### src/prn_port_defines.svh
/*
 * Timing counts and reset values for the parallel printer sender.
 * Assumes a 25 MHz system clock (40 ns period).
 */
`ifndef PRN_PORT_DEFINES_SVH
`define PRN_PORT_DEFINES_SVH

`define CLK_PERIOD_NS      40
`define BUSY_WAIT_US       200
`define BUSY_WAIT_CYC      ((`BUSY_WAIT_US * 1000) / `CLK_PERIOD_NS)
`define BYTE_GAP_US        280
`define BYTE_GAP_CYC       ((`BYTE_GAP_US * 1000) / `CLK_PERIOD_NS)
`define BLOCK_LIMIT_S      4
// Cycles per second first, so the product stays inside a 32-bit int
`define BLOCK_LIMIT_CYC    (`BLOCK_LIMIT_S * (1000000000 / `CLK_PERIOD_NS))
`define BLOCK_LEN          40
`define SETUP_CYC          25
`define STROBE_CYC         50
`define DATA_IDLE          8'h00

`endif

### src/prn_port_pkg.sv
/*
 * Types shared by the printer sender and its FIFO.
 * Assumes the defines header is available on the include path.
 */
package prn_port_pkg;

    // Byte with end-of-block marker
    typedef struct packed {
        logic       last;
        logic [7:0] data;
    } prnWord_s;

    // Sender sequencing
    typedef enum logic [2:0] {
        ST_IDLE,
        ST_SETUP,
        ST_STROBE,
        ST_WAIT_BUSY,
        ST_WAIT_LOW,
        ST_GAP
    } prnState_e;

endpackage : prn_port_pkg

### src/prn_sender.sv
/*
 * Parallel printer output port: bytes from the host queue are strobed out
 * to a printer with a busy handshake, a block at a time.
 * Assumes host bytes arrive synchronous to clk, last byte of a block marked;
 * printer busy and present lines are already synchronous.
 */
`timescale 1ns/10ps
`include "prn_port_defines.svh"

// Function
// - Print requests are ignored while the printer-present input is low.
// - Data outputs are positive logic and rest at zero between transfers.
// - Strobe idles high and goes low for one pulse per byte.
// - A byte starts only while busy is low, data first, then the strobe.
// - After a strobe, busy seen and then fallen releases the next byte at once.
// - If busy does not rise within 200 us of a byte, the byte counts as taken.
// - With no busy at all, bytes leave about one per 280 us.
// - Completion is reported to the host after the whole block is accepted.
module prn_sender
    import prn_port_pkg::*;
#(
    parameter int SETUP_CYC   = `SETUP_CYC,
    parameter int STROBE_CYC  = `STROBE_CYC,
    parameter int WAIT_CYC    = `BUSY_WAIT_CYC,
    parameter int GAP_CYC     = `BYTE_GAP_CYC - `BUSY_WAIT_CYC - `SETUP_CYC - `STROBE_CYC,
    parameter int BLOCK_CYC   = `BLOCK_LIMIT_CYC,
    parameter int FIFO_DEPTH  = 8
) (
    // Clock and reset
    input  wire logic       clk,
    input  wire logic       reset_n,
    // Host byte stream
    input  wire logic       hostValid,
    output logic            hostReady,
    input  wire logic [7:0] hostData,
    input  wire logic       hostLast,
    // Host result
    output logic            printDone,
    output logic            printTimeout,
    // Printer pins
    input  wire logic       printerPresent,
    input  wire logic       printerBusy,
    output logic [7:0]      printData,
    output logic            dataStrobe_n
);
    localparam int CW = 32;

    prnState_e       state_ff, nxt_state;
    logic [CW-1:0]   timer_ff;
    logic [CW-1:0]   blockTimer_ff;
    logic            inBlock_ff;
    logic            lastByte_ff;
    logic [7:0]      printData_ff;
    logic            strobe_n_ff;
    logic            done_ff;
    logic            tmo_ff;
    logic            qValid;
    logic            qReady;
    logic            fReady;
    prnWord_s        qWord;
    prnWord_s        hostWord;
    logic            hostReady_ff;
    wire             hostTake = hostValid && hostReady_ff;

    // Requests are only admitted while a printer is present
    assign hostWord  = '{last: hostLast, data: hostData};

    // Ready is a flop; it drops for one cycle after each take so that it never
    // runs ahead of the FIFO count. Half rate is plenty against a printer.
    always_ff @(posedge clk or negedge reset_n) begin
        if (!reset_n) begin
            hostReady_ff <= 1'b0;
        end else begin
            hostReady_ff <= printerPresent && fReady && !hostTake;
        end
    end

    prn_fifo #(.WIDTH($bits(prnWord_s)), .DEPTH(FIFO_DEPTH)) u_fifo (
        .clk      (clk),
        .reset_n  (reset_n),
        .inValid  (hostTake),
        .inReady  (fReady),
        .inData   (hostWord),
        .outValid (qValid),
        .outReady (qReady),
        .outData  (qWord)
    );

    // Decoded conditions for the sequencer
    wire timerDone  = (timer_ff == '0);
    wire blockOver  = inBlock_ff && (blockTimer_ff == '0);
    wire canStart   = qValid && printerPresent && !printerBusy;
    assign qReady   = (state_ff == ST_IDLE) && canStart && !blockOver;

    // Next state
    always_comb begin
        nxt_state = state_ff;
        case (state_ff)
            ST_IDLE:      if (canStart && !blockOver) nxt_state = ST_SETUP;
            ST_SETUP:     if (timerDone) nxt_state = ST_STROBE;
            ST_STROBE:    if (timerDone) nxt_state = ST_WAIT_BUSY;
            ST_WAIT_BUSY: begin
                if (printerBusy) nxt_state = ST_WAIT_LOW;
                else if (timerDone) nxt_state = ST_GAP;
            end
            ST_WAIT_LOW:  if (!printerBusy) nxt_state = ST_IDLE;
            ST_GAP:       if (timerDone) nxt_state = ST_IDLE;
            default:      nxt_state = ST_IDLE;
        endcase
        if (blockOver && state_ff != ST_STROBE) nxt_state = ST_IDLE;
    end

    // Sequencer, per-state timer and output pins
    always_ff @(posedge clk or negedge reset_n) begin
        if (!reset_n) begin
            state_ff     <= ST_IDLE;
            timer_ff     <= '0;
            printData_ff <= `DATA_IDLE;
            strobe_n_ff  <= 1'b1;
            lastByte_ff  <= 1'b0;
        end else begin
            state_ff <= nxt_state;
            if (state_ff != nxt_state) begin
                case (nxt_state)
                    ST_SETUP:     timer_ff <= CW'(SETUP_CYC - 1);
                    ST_STROBE:    timer_ff <= CW'(STROBE_CYC - 1);
                    ST_WAIT_BUSY: timer_ff <= CW'(WAIT_CYC - 1);
                    ST_GAP:       timer_ff <= CW'(GAP_CYC - 1);
                    default:      timer_ff <= '0;
                endcase
            end else if (!timerDone) begin
                timer_ff <= timer_ff - 1'b1;
            end
            if (qReady) begin
                printData_ff <= qWord.data;
                lastByte_ff  <= qWord.last;
            end else if (nxt_state == ST_IDLE) begin
                printData_ff <= `DATA_IDLE;
            end
            strobe_n_ff <= (nxt_state != ST_STROBE);
        end
    end

    // Block watchdog and host result pulses
    always_ff @(posedge clk or negedge reset_n) begin
        if (!reset_n) begin
            inBlock_ff    <= 1'b0;
            blockTimer_ff <= '0;
            done_ff       <= 1'b0;
            tmo_ff        <= 1'b0;
        end else begin
            done_ff <= 1'b0;
            tmo_ff  <= 1'b0;
            if (blockOver) begin
                // A strobe in flight is finished first; the timer rests at zero meanwhile
                if (state_ff != ST_STROBE) begin
                    inBlock_ff <= 1'b0;
                    tmo_ff     <= 1'b1;
                end
            end else if (qReady && !inBlock_ff) begin
                inBlock_ff    <= 1'b1;
                blockTimer_ff <= CW'(BLOCK_CYC - 1);
            end else if (inBlock_ff) begin
                blockTimer_ff <= blockTimer_ff - 1'b1;
                if (lastByte_ff && state_ff != ST_IDLE && nxt_state == ST_IDLE) begin
                    inBlock_ff <= 1'b0;
                    done_ff    <= 1'b1;
                end
            end
        end
    end

    assign hostReady    = hostReady_ff;
    assign printData    = printData_ff;
    assign dataStrobe_n = strobe_n_ff;
    assign printDone    = done_ff;
    assign printTimeout = tmo_ff;
endmodule : prn_sender

### src/prn_fifo.sv
/*
 * Small synchronous FIFO with valid and ready on both sides.
 * Assumes one clock; reads and writes may happen in the same cycle.
 */
`timescale 1ns/10ps
module prn_fifo #(
    parameter int WIDTH = 9,
    parameter int DEPTH = 8
) (
    // Clock and reset
    input  wire logic             clk,
    input  wire logic             reset_n,
    // Fill side
    input  wire logic             inValid,
    output logic                  inReady,
    input  wire logic [WIDTH-1:0] inData,
    // Drain side
    output logic                  outValid,
    input  wire logic             outReady,
    output logic      [WIDTH-1:0] outData
);
    localparam int AW = $clog2(DEPTH);

    logic [WIDTH-1:0] mem [DEPTH];
    logic [AW-1:0]    wrPtr_ff;
    logic [AW-1:0]    rdPtr_ff;
    logic [AW:0]      count_ff;
    wire              doWr = inValid && inReady;
    wire              doRd = outValid && outReady;

    // Full and empty from a true occupancy count
    assign inReady  = (count_ff != (AW+1)'(DEPTH));
    assign outValid = (count_ff != '0);
    assign outData  = mem[rdPtr_ff];

    // Storage array
    always_ff @(posedge clk) begin
        if (doWr) begin
            mem[wrPtr_ff] <= inData;
        end
    end

    // Pointers wrap at DEPTH, which need not be a power of two
    always_ff @(posedge clk or negedge reset_n) begin
        if (!reset_n) begin
            wrPtr_ff <= '0;
            rdPtr_ff <= '0;
            count_ff <= '0;
        end else begin
            if (doWr) wrPtr_ff <= (wrPtr_ff == AW'(DEPTH-1)) ? '0 : wrPtr_ff + 1'b1;
            if (doRd) rdPtr_ff <= (rdPtr_ff == AW'(DEPTH-1)) ? '0 : rdPtr_ff + 1'b1;
            count_ff <= count_ff + (AW+1)'(doWr) - (AW+1)'(doRd);
        end
    end
endmodule : prn_fifo

### config.mk
export PLATFORM = sky130hd
export DESIGN_NAME = prn_sender
export DESIGN_NICKNAME = d
export VERILOG_FILES = /design/src/prn_port_pkg.sv /design/src/prn_sender.sv /design/src/prn_fifo.sv
export VERILOG_INCLUDE_DIRS = /design/src /design/src/src
export SDC_FILE = /design/constraint.sdc
export NUM_CORES = 1
export LEC_CHECK = 0
export ABC_AREA = 1
export BUFFER_PORTS_ARGS = -buffer_cell sky130_fd_sc_hd__clkbuf_2
export CORE_MARGIN = 1.5
export CORE_UTILIZATION = 40
export DETAILED_ROUTE_END_ITERATION = 8
export PLACE_DENSITY = 0.63
export REMOVE_ABC_BUFFERS = 1
export SYNTH_ARGS = -nofsm -noshare
export SYNTH_HDL_FRONTEND = slang
export SYNTH_SLANG_ARGS = --single-unit
### constraint.sdc
create_clock -name clk -period 3 [get_ports clk]
set_input_delay 0.15 -clock clk [delete_from_list [all_inputs] [get_ports clk]]
set_output_delay 0.15 -clock clk [all_outputs]
set_load 0.02 [all_outputs]
==> results of run 1 <==
synthesized netlist by cell type (13+ instances only):
cell | count | area [sq um]
nand2_1 | 159 | 597
nor2_1 | 132 | 495
dfrtp_1 | 90 | 2250
edfxtp_1 | 72 | 2160
inv_1 | 64 | 240
a21oi_1 | 46 | 230
nand3_1 | 38 | 190
o21ai_0 | 34 | 170
xnor2_1 | 15 | 131
clkbuf_1 | 13 | 48.8
nand4_1 | 13 | 81.3
nor2_4 | 13 | 146
nor3_1 | 13 | 65.1
kinds of logic after synthesis:
family | after synthesis | synth area share, %
adder cells (fa/ha/maj) | 13 | 2.15
AND/OR/NAND/NOR | 417 | 24.9
XOR/XNOR | 27 | 2.99
flip-flops | 163 | 56.2
AO/OA/AOI/OAI | 124 | 9.42
buffers and inverters | 87 | 4.39
layout by cell type (no fill, tap or decap), drive strengths merged, types with 2 or more instances in the layout:
cell type	count
nor2	157
nand4	13
o211ai	11
o21ai	37
a21oi	46
o21a	4
o22ai	2
and3	3
xor2	12
a32oi	8
dlygate4sd3	10
edfxtp	72
xnor2	15
nor3	14
a31oi	5
clkbuf	41
nand2	174
nand3b	7
ha	12
a32o	8
clkinv	8
dfrtp	90
inv	76
nor4	5
nand3	41
buf	15
per-layer routing:
metal | global-route usage, % | up-vias
li1 | - | 2911
met2 | 29.8 | 108
met4 | 5.59 | 0
met1 | 22.6 | 2748
met5 | 0 | -
met3 | 3.73 | 23
worst max path at each step:
stage	endpoint	slack [ps]	cells after the start
finish	u_fifo.count_ff[2]	270	15
global route	timer_ff[1]	30	16
CTS	u_fifo.count_ff[2]	250	15
detailed placement	u_fifo.count_ff[2]	310	15
global placement	timer_ff[1]	310	16
floorplan	u_fifo.count_ff[2]	260	15
where the power goes:
group,switching [W],leakage (nW),internal (W),total [W]
registers,0.000383,1.79,0.00281,0.00319
clock network,0.00105,0.290,0.00113,0.00218
logic,0.00256,1.73,0.00132,0.00388
metrics by stage:
stage          setup WS (ps)  power [W]  cells
6_report                 268    0.00925   1160
5_1_grt                 25.5    0.00998   1160
4_1_cts                  247    0.00934   1160
3_5_place_dp             310    0.00711   1118
3_3_place_gp             307    0.00704   1118
2_1_floorplan            256    0.00609    814
worst max-delay path: cells and delay by family, from the launching register on:
kind | cells | cell delay, ps
fa+ha+maj | 4 | 1010
simple gates | 6 | 750
flops | 1 | 370
buf+inv | 4 | 340
xor+xnor | 1 | 140
sequential cells by signal (all words and copies together) (netlist names):
signal	cells
hostReady	1
printTimeout	1
lastByte_ff	1
dataStrobe_n	1
inBlock_ff	1
printData	8
timer_ff	32
u_fifo.count_ff	4
printDone	1
u_fifo.rdPtr_ff	3
u_fifo.wrPtr_ff	3
state_ff	3
u_fifo.mem	72
blockTimer_ff	32
cell type report:
type	count	area share, %
clock buffer	17	4.67
inverter	70	2.89
tap	265	3.64
clock inverter	15	1.87
sequential	163	48.8
multi-input combinational	581	34.2
timing repair buffer	49	3.93
==> results.sh, run 1 <==
export IMPL_postRouteAntennaNets=0
export IMPL_cts_setup_buffers=0
export IMPL_setup_tns_ps=0
export IMPL_reg2reg_slack_ps=270
export IMPL_fmax_mhz=366
export IMPL_top_layer="met4"
export IMPL_worstPathArrival_ps=3050
export IMPL_start_util_pct=40.7
export IMPL_holdPathStages=1
export IMPL_overflow=0
export IMPL_slowest_delay_ps=390
export IMPL_die_h_um=144
export IMPL_synthCells=831
export IMPL_whs_ps=15.1
export IMPL_start_kind="flop"
export IMPL_cts_root_buf="clkbuf_16"
export IMPL_tightest_slew_ps=724
export IMPL_core_rowCount=51
export IMPL_r2r_cells=15
export IMPL_p_leak_nw=3.81
export IMPL_clock_sinks=163
export IMPL_placed_cell_area_sq_um=8410
export IMPL_synth_top_flop_cell="dfrtp_1"
export IMPL_portBuffers=25
export IMPL_vias=5790
export IMPL_period_needed_ps=2730
export IMPL_synth_seq_cells=163
export IMPL_ir_drop_mv=0.589
export IMPL_dpl_hpwl_mm=11.1
export IMPL_drt_iter0_drc=351
export IMPL_dieWidth_um=144
export IMPL_startpoint="blockTimer_ff[0]"
export IMPL_via_per_inst=4.99
export IMPL_fin_crit_sh_pct=91.1
export IMPL_cap_violations=0
export IMPL_fill_cells=1860
export IMPL_synth_edf_count=72
export IMPL_critPathRequiredTime_ps=3320
export IMPL_htreeDepth=4
export IMPL_hold_violations=0
export IMPL_cts_buffer_depth=2
export IMPL_worst_path_max_delay_cell="fa_1"
export IMPL_m1WireLength_mm=7.58
export IMPL_seqCellArea_sq_um=4440
export IMPL_place_gp_congestion=0.846
export IMPL_grt_pass1_vias=5621
export IMPL_io_pin_count=26
export IMPL_area_growth_pct=15.2
export IMPL_hold_end="u_fifo.mem[5][8]"
export IMPL_min_path_type="primary input to flop"
export IMPL_insertion_delay_ps=440
export IMPL_core_area_sq_um=19400
export IMPL_synth_area_sq_um=7900
export IMPL_drive_gt1_share_pct=13.5
export IMPL_wl_met3_um=638
export IMPL_r2r_end="u_fifo.count_ff[2]"
export IMPL_hold_buffers=10
export IMPL_slew_headroom_pct=51.8
export IMPL_multi_input_area_sq_um=3120
export IMPL_yosys_warnings=0
export IMPL_cp_end_kind="flop"
export IMPL_path_max_fanout=10
export IMPL_final_design_area_no_fill_sq_um=9100
export IMPL_hold_start="hostLast"
export IMPL_nets=909
export IMPL_powerDensity_nw_per_um2=1020
export IMPL_status="finished, final reports clean"
export IMPL_cts_buffers=17
export IMPL_antenna_found_initial=0
export IMPL_yosysUniqueCellTypes=45
export IMPL_cts_clk_slew_worst_paths_ps=70
export IMPL_post_cts_resized=0
export IMPL_first_pass_iters=5
export IMPL_slew_viol_final=0
export IMPL_die_area_sq_um=20600
export IMPL_synth_seq_area_share_pct=56.2
export IMPL_critPathKind="flop to flop"
export IMPL_drt_total_wl_mm=16.7
export IMPL_async_reset_ff_share_pct=55.8
export IMPL_reg2reg_from="blockTimer_ff[0]"
export IMPL_final_core_util_pct=46.9
export IMPL_drc_errors=0
export IMPL_setup_viol_count_final=0
export IMPL_n_antenna_cell=0
export IMPL_grt_total_usage_pct=17.6
export IMPL_finClkSkew_ps=13.9
export IMPL_wl_per_cell_um=14.4
export IMPL_crit_path_cell_trace="inv_1 -> ha_1 -> nand2_1 -> nor2_4 -> nand2_2 -> nor2_4 -> nand2_2 -> nand2_4 -> clkinv_1 -> ha_1 -> inv_1 -> ha_1 -> inv_1 -> fa_1 -> xnor2_1"
export IMPL_grt_max_degree=54
export IMPL_cts_tree="yes"
export IMPL_syn_avg_cell_area_sq_um=9.51
export IMPL_grt_first_pass_wirelength_mm=27.8
export IMPL_rsz0062_at_grt="no"
export IMPL_wl_met2_mm=8.23
Note: power is estimated with default switching activity, not from simulation.
==> run 2, diff against run 1 <==
Settings changed: HOLD_SLACK_MARGIN set to 0.08, SETUP_SLACK_MARGIN set to 0.3.
==> run 2 against run 1 <==
  * Largest cell class unchanged
  * Clock skew decreased by 0.53 ps
  * Sequential power about the same
  * Non-clock buffer count grew 10
  * Critical path depth unchanged
  * Die area stayed put
  * Via count up 0.79%
  * Global-route usage about the same
  * First-iteration DRC count rose by 17%
  * Cell count increased by 0.86%
==> results.sh, run 2 (same netlist as run 1, synthesis figures left out) <==
export IMPL_cts_buffer_depth=2
export IMPL_tightest_slew_ps=725
export IMPL_finClkSkew_ps=13.3
export IMPL_io_pin_count=26
export IMPL_n_antenna_cell=0
export IMPL_grt_first_pass_wirelength_mm=27.8
export IMPL_grt_pass1_vias=5612
export IMPL_setup_tns_ps=0
export IMPL_cts_clk_slew_worst_paths_ps=70
export IMPL_vias=5836
export IMPL_insertion_delay_ps=440
export IMPL_cts_root_buf="clkbuf_16"
export IMPL_fill_cells=1857
export IMPL_slew_viol_final=0
export IMPL_min_path_type="primary input to flop"
export IMPL_placed_cells=1118
export IMPL_regMostFlops="u_fifo.mem"
export IMPL_drt_iter0_drc=411
export IMPL_layout_common_cells="nand2_1, nor2_1, dfrtp_1, edfxtp_1, inv_1"
export IMPL_die_h_um=144
export IMPL_critPathRequiredTime_ps=3320
export IMPL_placed_cell_area_sq_um=8410
export IMPL_worstPathArrival_ps=2840
export IMPL_finalNonFillerCells=1170
export IMPL_die_area_sq_um=20600
export IMPL_setup_viol_count_final=0
export IMPL_area_growth_pct=16.7
export IMPL_ir_drop_mv=0.607
export IMPL_nets=919
export IMPL_via_per_inst=4.99
export IMPL_wl_per_cell_um=14.5
export IMPL_largest_reg_flops=72
export IMPL_path_max_fanout=5
export IMPL_cts_tree="yes"
export IMPL_status="finished, final reports clean"
export IMPL_rsz0062_at_grt="no"
export IMPL_whs_ps=207
export IMPL_seqCellArea_sq_um=4440
export IMPL_reg_largest_list="u_fifo.mem (72), blockTimer_ff (32), timer_ff (32)"
export IMPL_p_leak_nw=3.86
export IMPL_critPathKind="flop to flop"
export IMPL_slew_headroom_pct=51.6
export IMPL_dpl_hpwl_mm=11.1
export IMPL_first_pass_iters=5
export IMPL_period_needed_ps=2510
export IMPL_multi_input_area_sq_um=3150
export IMPL_hold_violations=0
export IMPL_core_rowCount=51
export IMPL_overflow=0
export IMPL_drc_errors=0
export IMPL_postRouteAntennaNets=0
export IMPL_cts_buffers=17
export IMPL_fin_crit_sh_pct=83.7
export IMPL_htreeDepth=4
export IMPL_portBuffers=25
export IMPL_fmax_mhz=398
export IMPL_cp_end_kind="flop"
export IMPL_start_util_pct=40.7
export IMPL_final_core_util_pct=47.5
export IMPL_core_area_sq_um=19400
export IMPL_start_kind="flop"
export IMPL_dieWidth_um=144
export IMPL_antenna_found_initial=0
export IMPL_powerDensity_nw_per_um2=1030
export IMPL_final_common_cell="nand2_1"
export IMPL_final_design_area_no_fill_sq_um=9220
export IMPL_drive_gt1_share_pct=14.7
export IMPL_place_gp_congestion=0.846
export IMPL_clock_sinks=163
export IMPL_cap_violations=0
export IMPL_grt_total_usage_pct=17.6
export IMPL_drt_total_wl_mm=16.9
export IMPL_grt_max_degree=54
-- run 2: changes by cell type in the layout (fill, tap and decap cells not counted), sizes merged --
cell	previous run	this run
buf	15	23
dlygate4sd3	10	12
-- run 2: timing repair --
| action | 4_1_cts | 5_1_grt |
|---|---|---|
| setup endpoints to repair | 4 | 30 |
| pin swaps | 1 | 4 |
| hold buffers | 12 | 0 |
| resized for setup | 1 | 7 |
| endpoints found under the hold margin | 125 | 0 |
| buffers inserted | 1 | 7 |
-- run 2: final cells by class --
| type | instances | share of cell area (%) |
|---|---|---|
| clock buffer | 17 | 4.61 |
| timing repair buffer | 59 | 4.75 |
| inverter | 70 | 2.85 |
| clock inverter | 15 | 1.85 |
| sequential | 163 | 48.2 |
| multi-input combinational | 581 | 34.2 |
| tap | 265 | 3.60 |
-- run 2: critical path, stage by stage, from the launching register on --
cell      delay [ps]
dfrtp_1          390
inv_2             90
ha_1             170
nand2_1          100
nor2_4           120
nand2_2           70
nor2_4           160
nand2_2           80
nand2_4           80
clkinv_1          80
ha_1             290
inv_1             60
ha_1             150
inv_1             60
fa_1             390
xnor2_1          140
-- run 2: stage by stage --
stage	total power [W]	worst slack, ps
floorplan	0.00609	256
global placement	0.00704	307
detailed placement	0.00711	310
CTS	0.00936	335
global route	0.0102	308
finish	0.00948	489
-- run 2: power breakdown --
group	total, W	internal, W	leakage [nW]	switching [W]
logic	0.00411	0.00144	1.78	0.00266
clock network	0.00218	0.00113	0.290	0.00105
registers	0.00320	0.00281	1.79	0.000389
total	0.00948	0.00538	3.86	0.00410
-- run 2: per-layer routing --
metal  global-route usage, %  vias up  share of wire (%)
li1                        -     2932                  -
met1                    22.5     2756                 45
met2                    29.8      120                 49
met3                    3.77       28                3.8
met4                    5.59        0                1.9
met5                       0        -                  0
-- run 2: worst paths after layout --
| path | from | to | slack (ps) | cells past startpoint |
|---|---|---|---|---|
| worst min register to register | blockTimer_ff[17] | blockTimer_ff[17] | 500 | 1 |
| worst max-delay path | blockTimer_ff[0] | u_fifo.count_ff[2] | 490 | 15 |
| worst min-delay path | hostValid | u_fifo.wrPtr_ff[0] | 210 | 5 |
| max in group asynchronous | reset_n | dataStrobe_n | 1950 | 3 |
| worst max register to register | blockTimer_ff[0] | u_fifo.count_ff[2] | 490 | 15 |
| min in group asynchronous | reset_n | u_fifo.wrPtr_ff[1] | 310 | 2 |
==> run 3, diff against run 2 <==
Settings changed: PLACE_DENSITY 0.63 to 0.61.
Clock period 3 ns to 2.4 ns, I/O delays scaled along.
==> run 3 against run 2 <==
  * Utilization increased by 6.8 points
  * Via count increased by 6.6%
  * Clock-buffer cell count unchanged
  * First-iteration DRC count decreased by 28%
  * Setup slack got worse by 320 ps
  * Routed wire length increased by 8.2%
  * Die area unchanged
  * Clock power increased by 24%
  * Fmax increased by 12%
  * Critical path type unchanged
  * Largest cell class unchanged
==> results.sh, run 3 (same netlist as run 1, synthesis figures left out) <==
export IMPL_htreeDepth=4
export IMPL_io_pin_count=26
export IMPL_grt_total_usage_pct=18.4
export IMPL_slew_viol_final=0
export IMPL_r2r_end="u_fifo.count_ff[1]"
export IMPL_hold_violations=0
export IMPL_reg_largest_list="u_fifo.mem (72), blockTimer_ff (32), timer_ff (32)"
export IMPL_finClkSkew_ps=16.6
export IMPL_final_design_area_no_fill_sq_um=10500
export IMPL_cts_buffers=17
export IMPL_start_kind="flop"
export IMPL_fin_crit_sh_pct=93.0
export IMPL_path_max_fanout=2
export IMPL_drive_gt1_share_pct=33.7
export IMPL_grt_max_degree=66
export IMPL_critPathRequiredTime_ps=2740
export IMPL_die_area_sq_um=20600
export IMPL_place_gp_congestion=0.816
export IMPL_largest_reg_flops=72
export IMPL_critPathKind="flop to flop"
export IMPL_dpl_hpwl_mm=11.3
export IMPL_first_pass_iters=8
export IMPL_via_per_inst=4.95
export IMPL_regMostFlops="u_fifo.mem"
export IMPL_min_path_type="primary input to asynchronous set/reset pin"
export IMPL_ir_drop_mv=0.818
export IMPL_core_rowCount=51
export IMPL_area_growth_pct=33.3
export IMPL_die_h_um=144
export IMPL_status="finished, final reports clean"
export IMPL_r2r_cells=15
export IMPL_cp_end_kind="flop"
export IMPL_clock_sinks=163
export IMPL_cts_buffer_depth=2
export IMPL_grt_pass1_vias=6006
export IMPL_final_common_cell="nand2_1"
export IMPL_n_antenna_cell=0
export IMPL_period_needed_ps=2230
export IMPL_placed_cell_area_sq_um=8720
export IMPL_overflow=0
export IMPL_wl_per_cell_um=14.6
export IMPL_powerDensity_nw_per_um2=1350
export IMPL_tightest_slew_ps=608
export IMPL_placed_cells=1159
export IMPL_cts_clk_slew_worst_paths_ps=70
export IMPL_insertion_delay_ps=440
export IMPL_cap_violations=0
export IMPL_core_area_sq_um=19400
export IMPL_slew_headroom_pct=59.4
export IMPL_start_util_pct=40.7
export IMPL_drt_iter0_drc=294
export IMPL_fin_total_pwr_w=0.0142
export IMPL_cts_root_buf="clkbuf_16"
export IMPL_reg2reg_from="blockTimer_ff[1]"
export IMPL_postRouteAntennaNets=0
export IMPL_antenna_found_initial=0
export IMPL_rsz0062_at_grt="yes"
export IMPL_fill_cells=1725
export IMPL_setup_viol_count_final=0
export IMPL_drt_total_wl_mm=18.3
export IMPL_drc_errors=0
export IMPL_grt_first_pass_wirelength_mm=29.4
export IMPL_nets=1006
export IMPL_portBuffers=25
export IMPL_reg2reg_slack_ps=170
export IMPL_p_leak_nw=4.38
export IMPL_fmax_mhz=448
export IMPL_finalNonFillerCells=1257
export IMPL_dieWidth_um=144
export IMPL_cts_tree="yes"
export IMPL_vias=6222
export IMPL_layout_common_cells="nand2_1, buf_4, nor2_1, dfrtp_1, edfxtp_1"
export IMPL_worstPathArrival_ps=2570
-- run 3: cell type report --
type	instances	area (sq um)	share of cell area (%)
sequential	163	4440	42.2
multi-input combinational	582	3720	35.4
timing repair buffer	145	1170	11.1
clock buffer	17	425	4.04
tap	265	332	3.15
inverter	70	272	2.58
clock inverter	15	171	1.63
-- run 3: timing repair --
item	in CTS	in global routing
setup endpoints to repair	59	64
buffers inserted	21	30
hold endpoints to repair	163	0
hold buffers	12	0
gates cloned	2	1
gates resized for setup	43	136
pin swaps	23	54
-- run 3: power breakdown --
group          switching (W)  internal [W]  total [W]  leakage (nW)
clock                0.00130       0.00140    0.00270         0.285
sequential          0.000495       0.00351    0.00400          1.79
combinational        0.00438       0.00312    0.00750          2.31
-- run 3: metal layers --
metal  track usage (%)  vias up  share of wire, %
met3              3.97       17               2.6
met2              31.8       78                53
li1                  -     3113                 -
met4              4.73        0               1.2
met1              23.3     3014                43
met5                 0        -                 0
-- run 3: metrics by stage --
| stage | TNS [ps] | worst slack, ps | util [%] | hold slack, ps |
|---|---|---|---|---|
| final | 0 | 167 | 54.3 | 146 |
| after global routing | -16.7 | -16.7 | 54.3 | 179 |
| after CTS | 0 | 169 | 50.4 | 152 |
| after detailed placement | 0 | 1.59 | 44.9 | 67.2 |
| after global placement | 0 | 34.3 | 44.9 | 73.5 |
| after floorplan | -799 | -344 | - | -176 |
-- run 3: how the worst max path moves through the flow --
stage | start | depth (start not counted) | to | slack (ps)
finish | blockTimer_ff[1] | 15 | u_fifo.count_ff[1] | 170
global placement | blockTimer_ff[0] | 15 | u_fifo.count_ff[1] | 30
detailed placement | blockTimer_ff[0] | 15 | u_fifo.count_ff[2] | 2
floorplan | blockTimer_ff[0] | 15 | u_fifo.count_ff[2] | -340
global route | timer_ff[2] | 15 | timer_ff[1] | -20
CTS | blockTimer_ff[1] | 15 | u_fifo.count_ff[1] | 170
-- run 3: critical path, cell delays in order, from the launching register on --
cell and delay [ps]:
dfrtp_1 380, inv_1 60, ha_2 180, nand2_2 70, nor2_4 100, nand2_2 80
nor2_4 100, nand2_2 70, nand2_4 90, clkinv_4 50, ha_4 200, inv_2 50
ha_4 120, inv_2 30, fa_2 510, inv_2 30
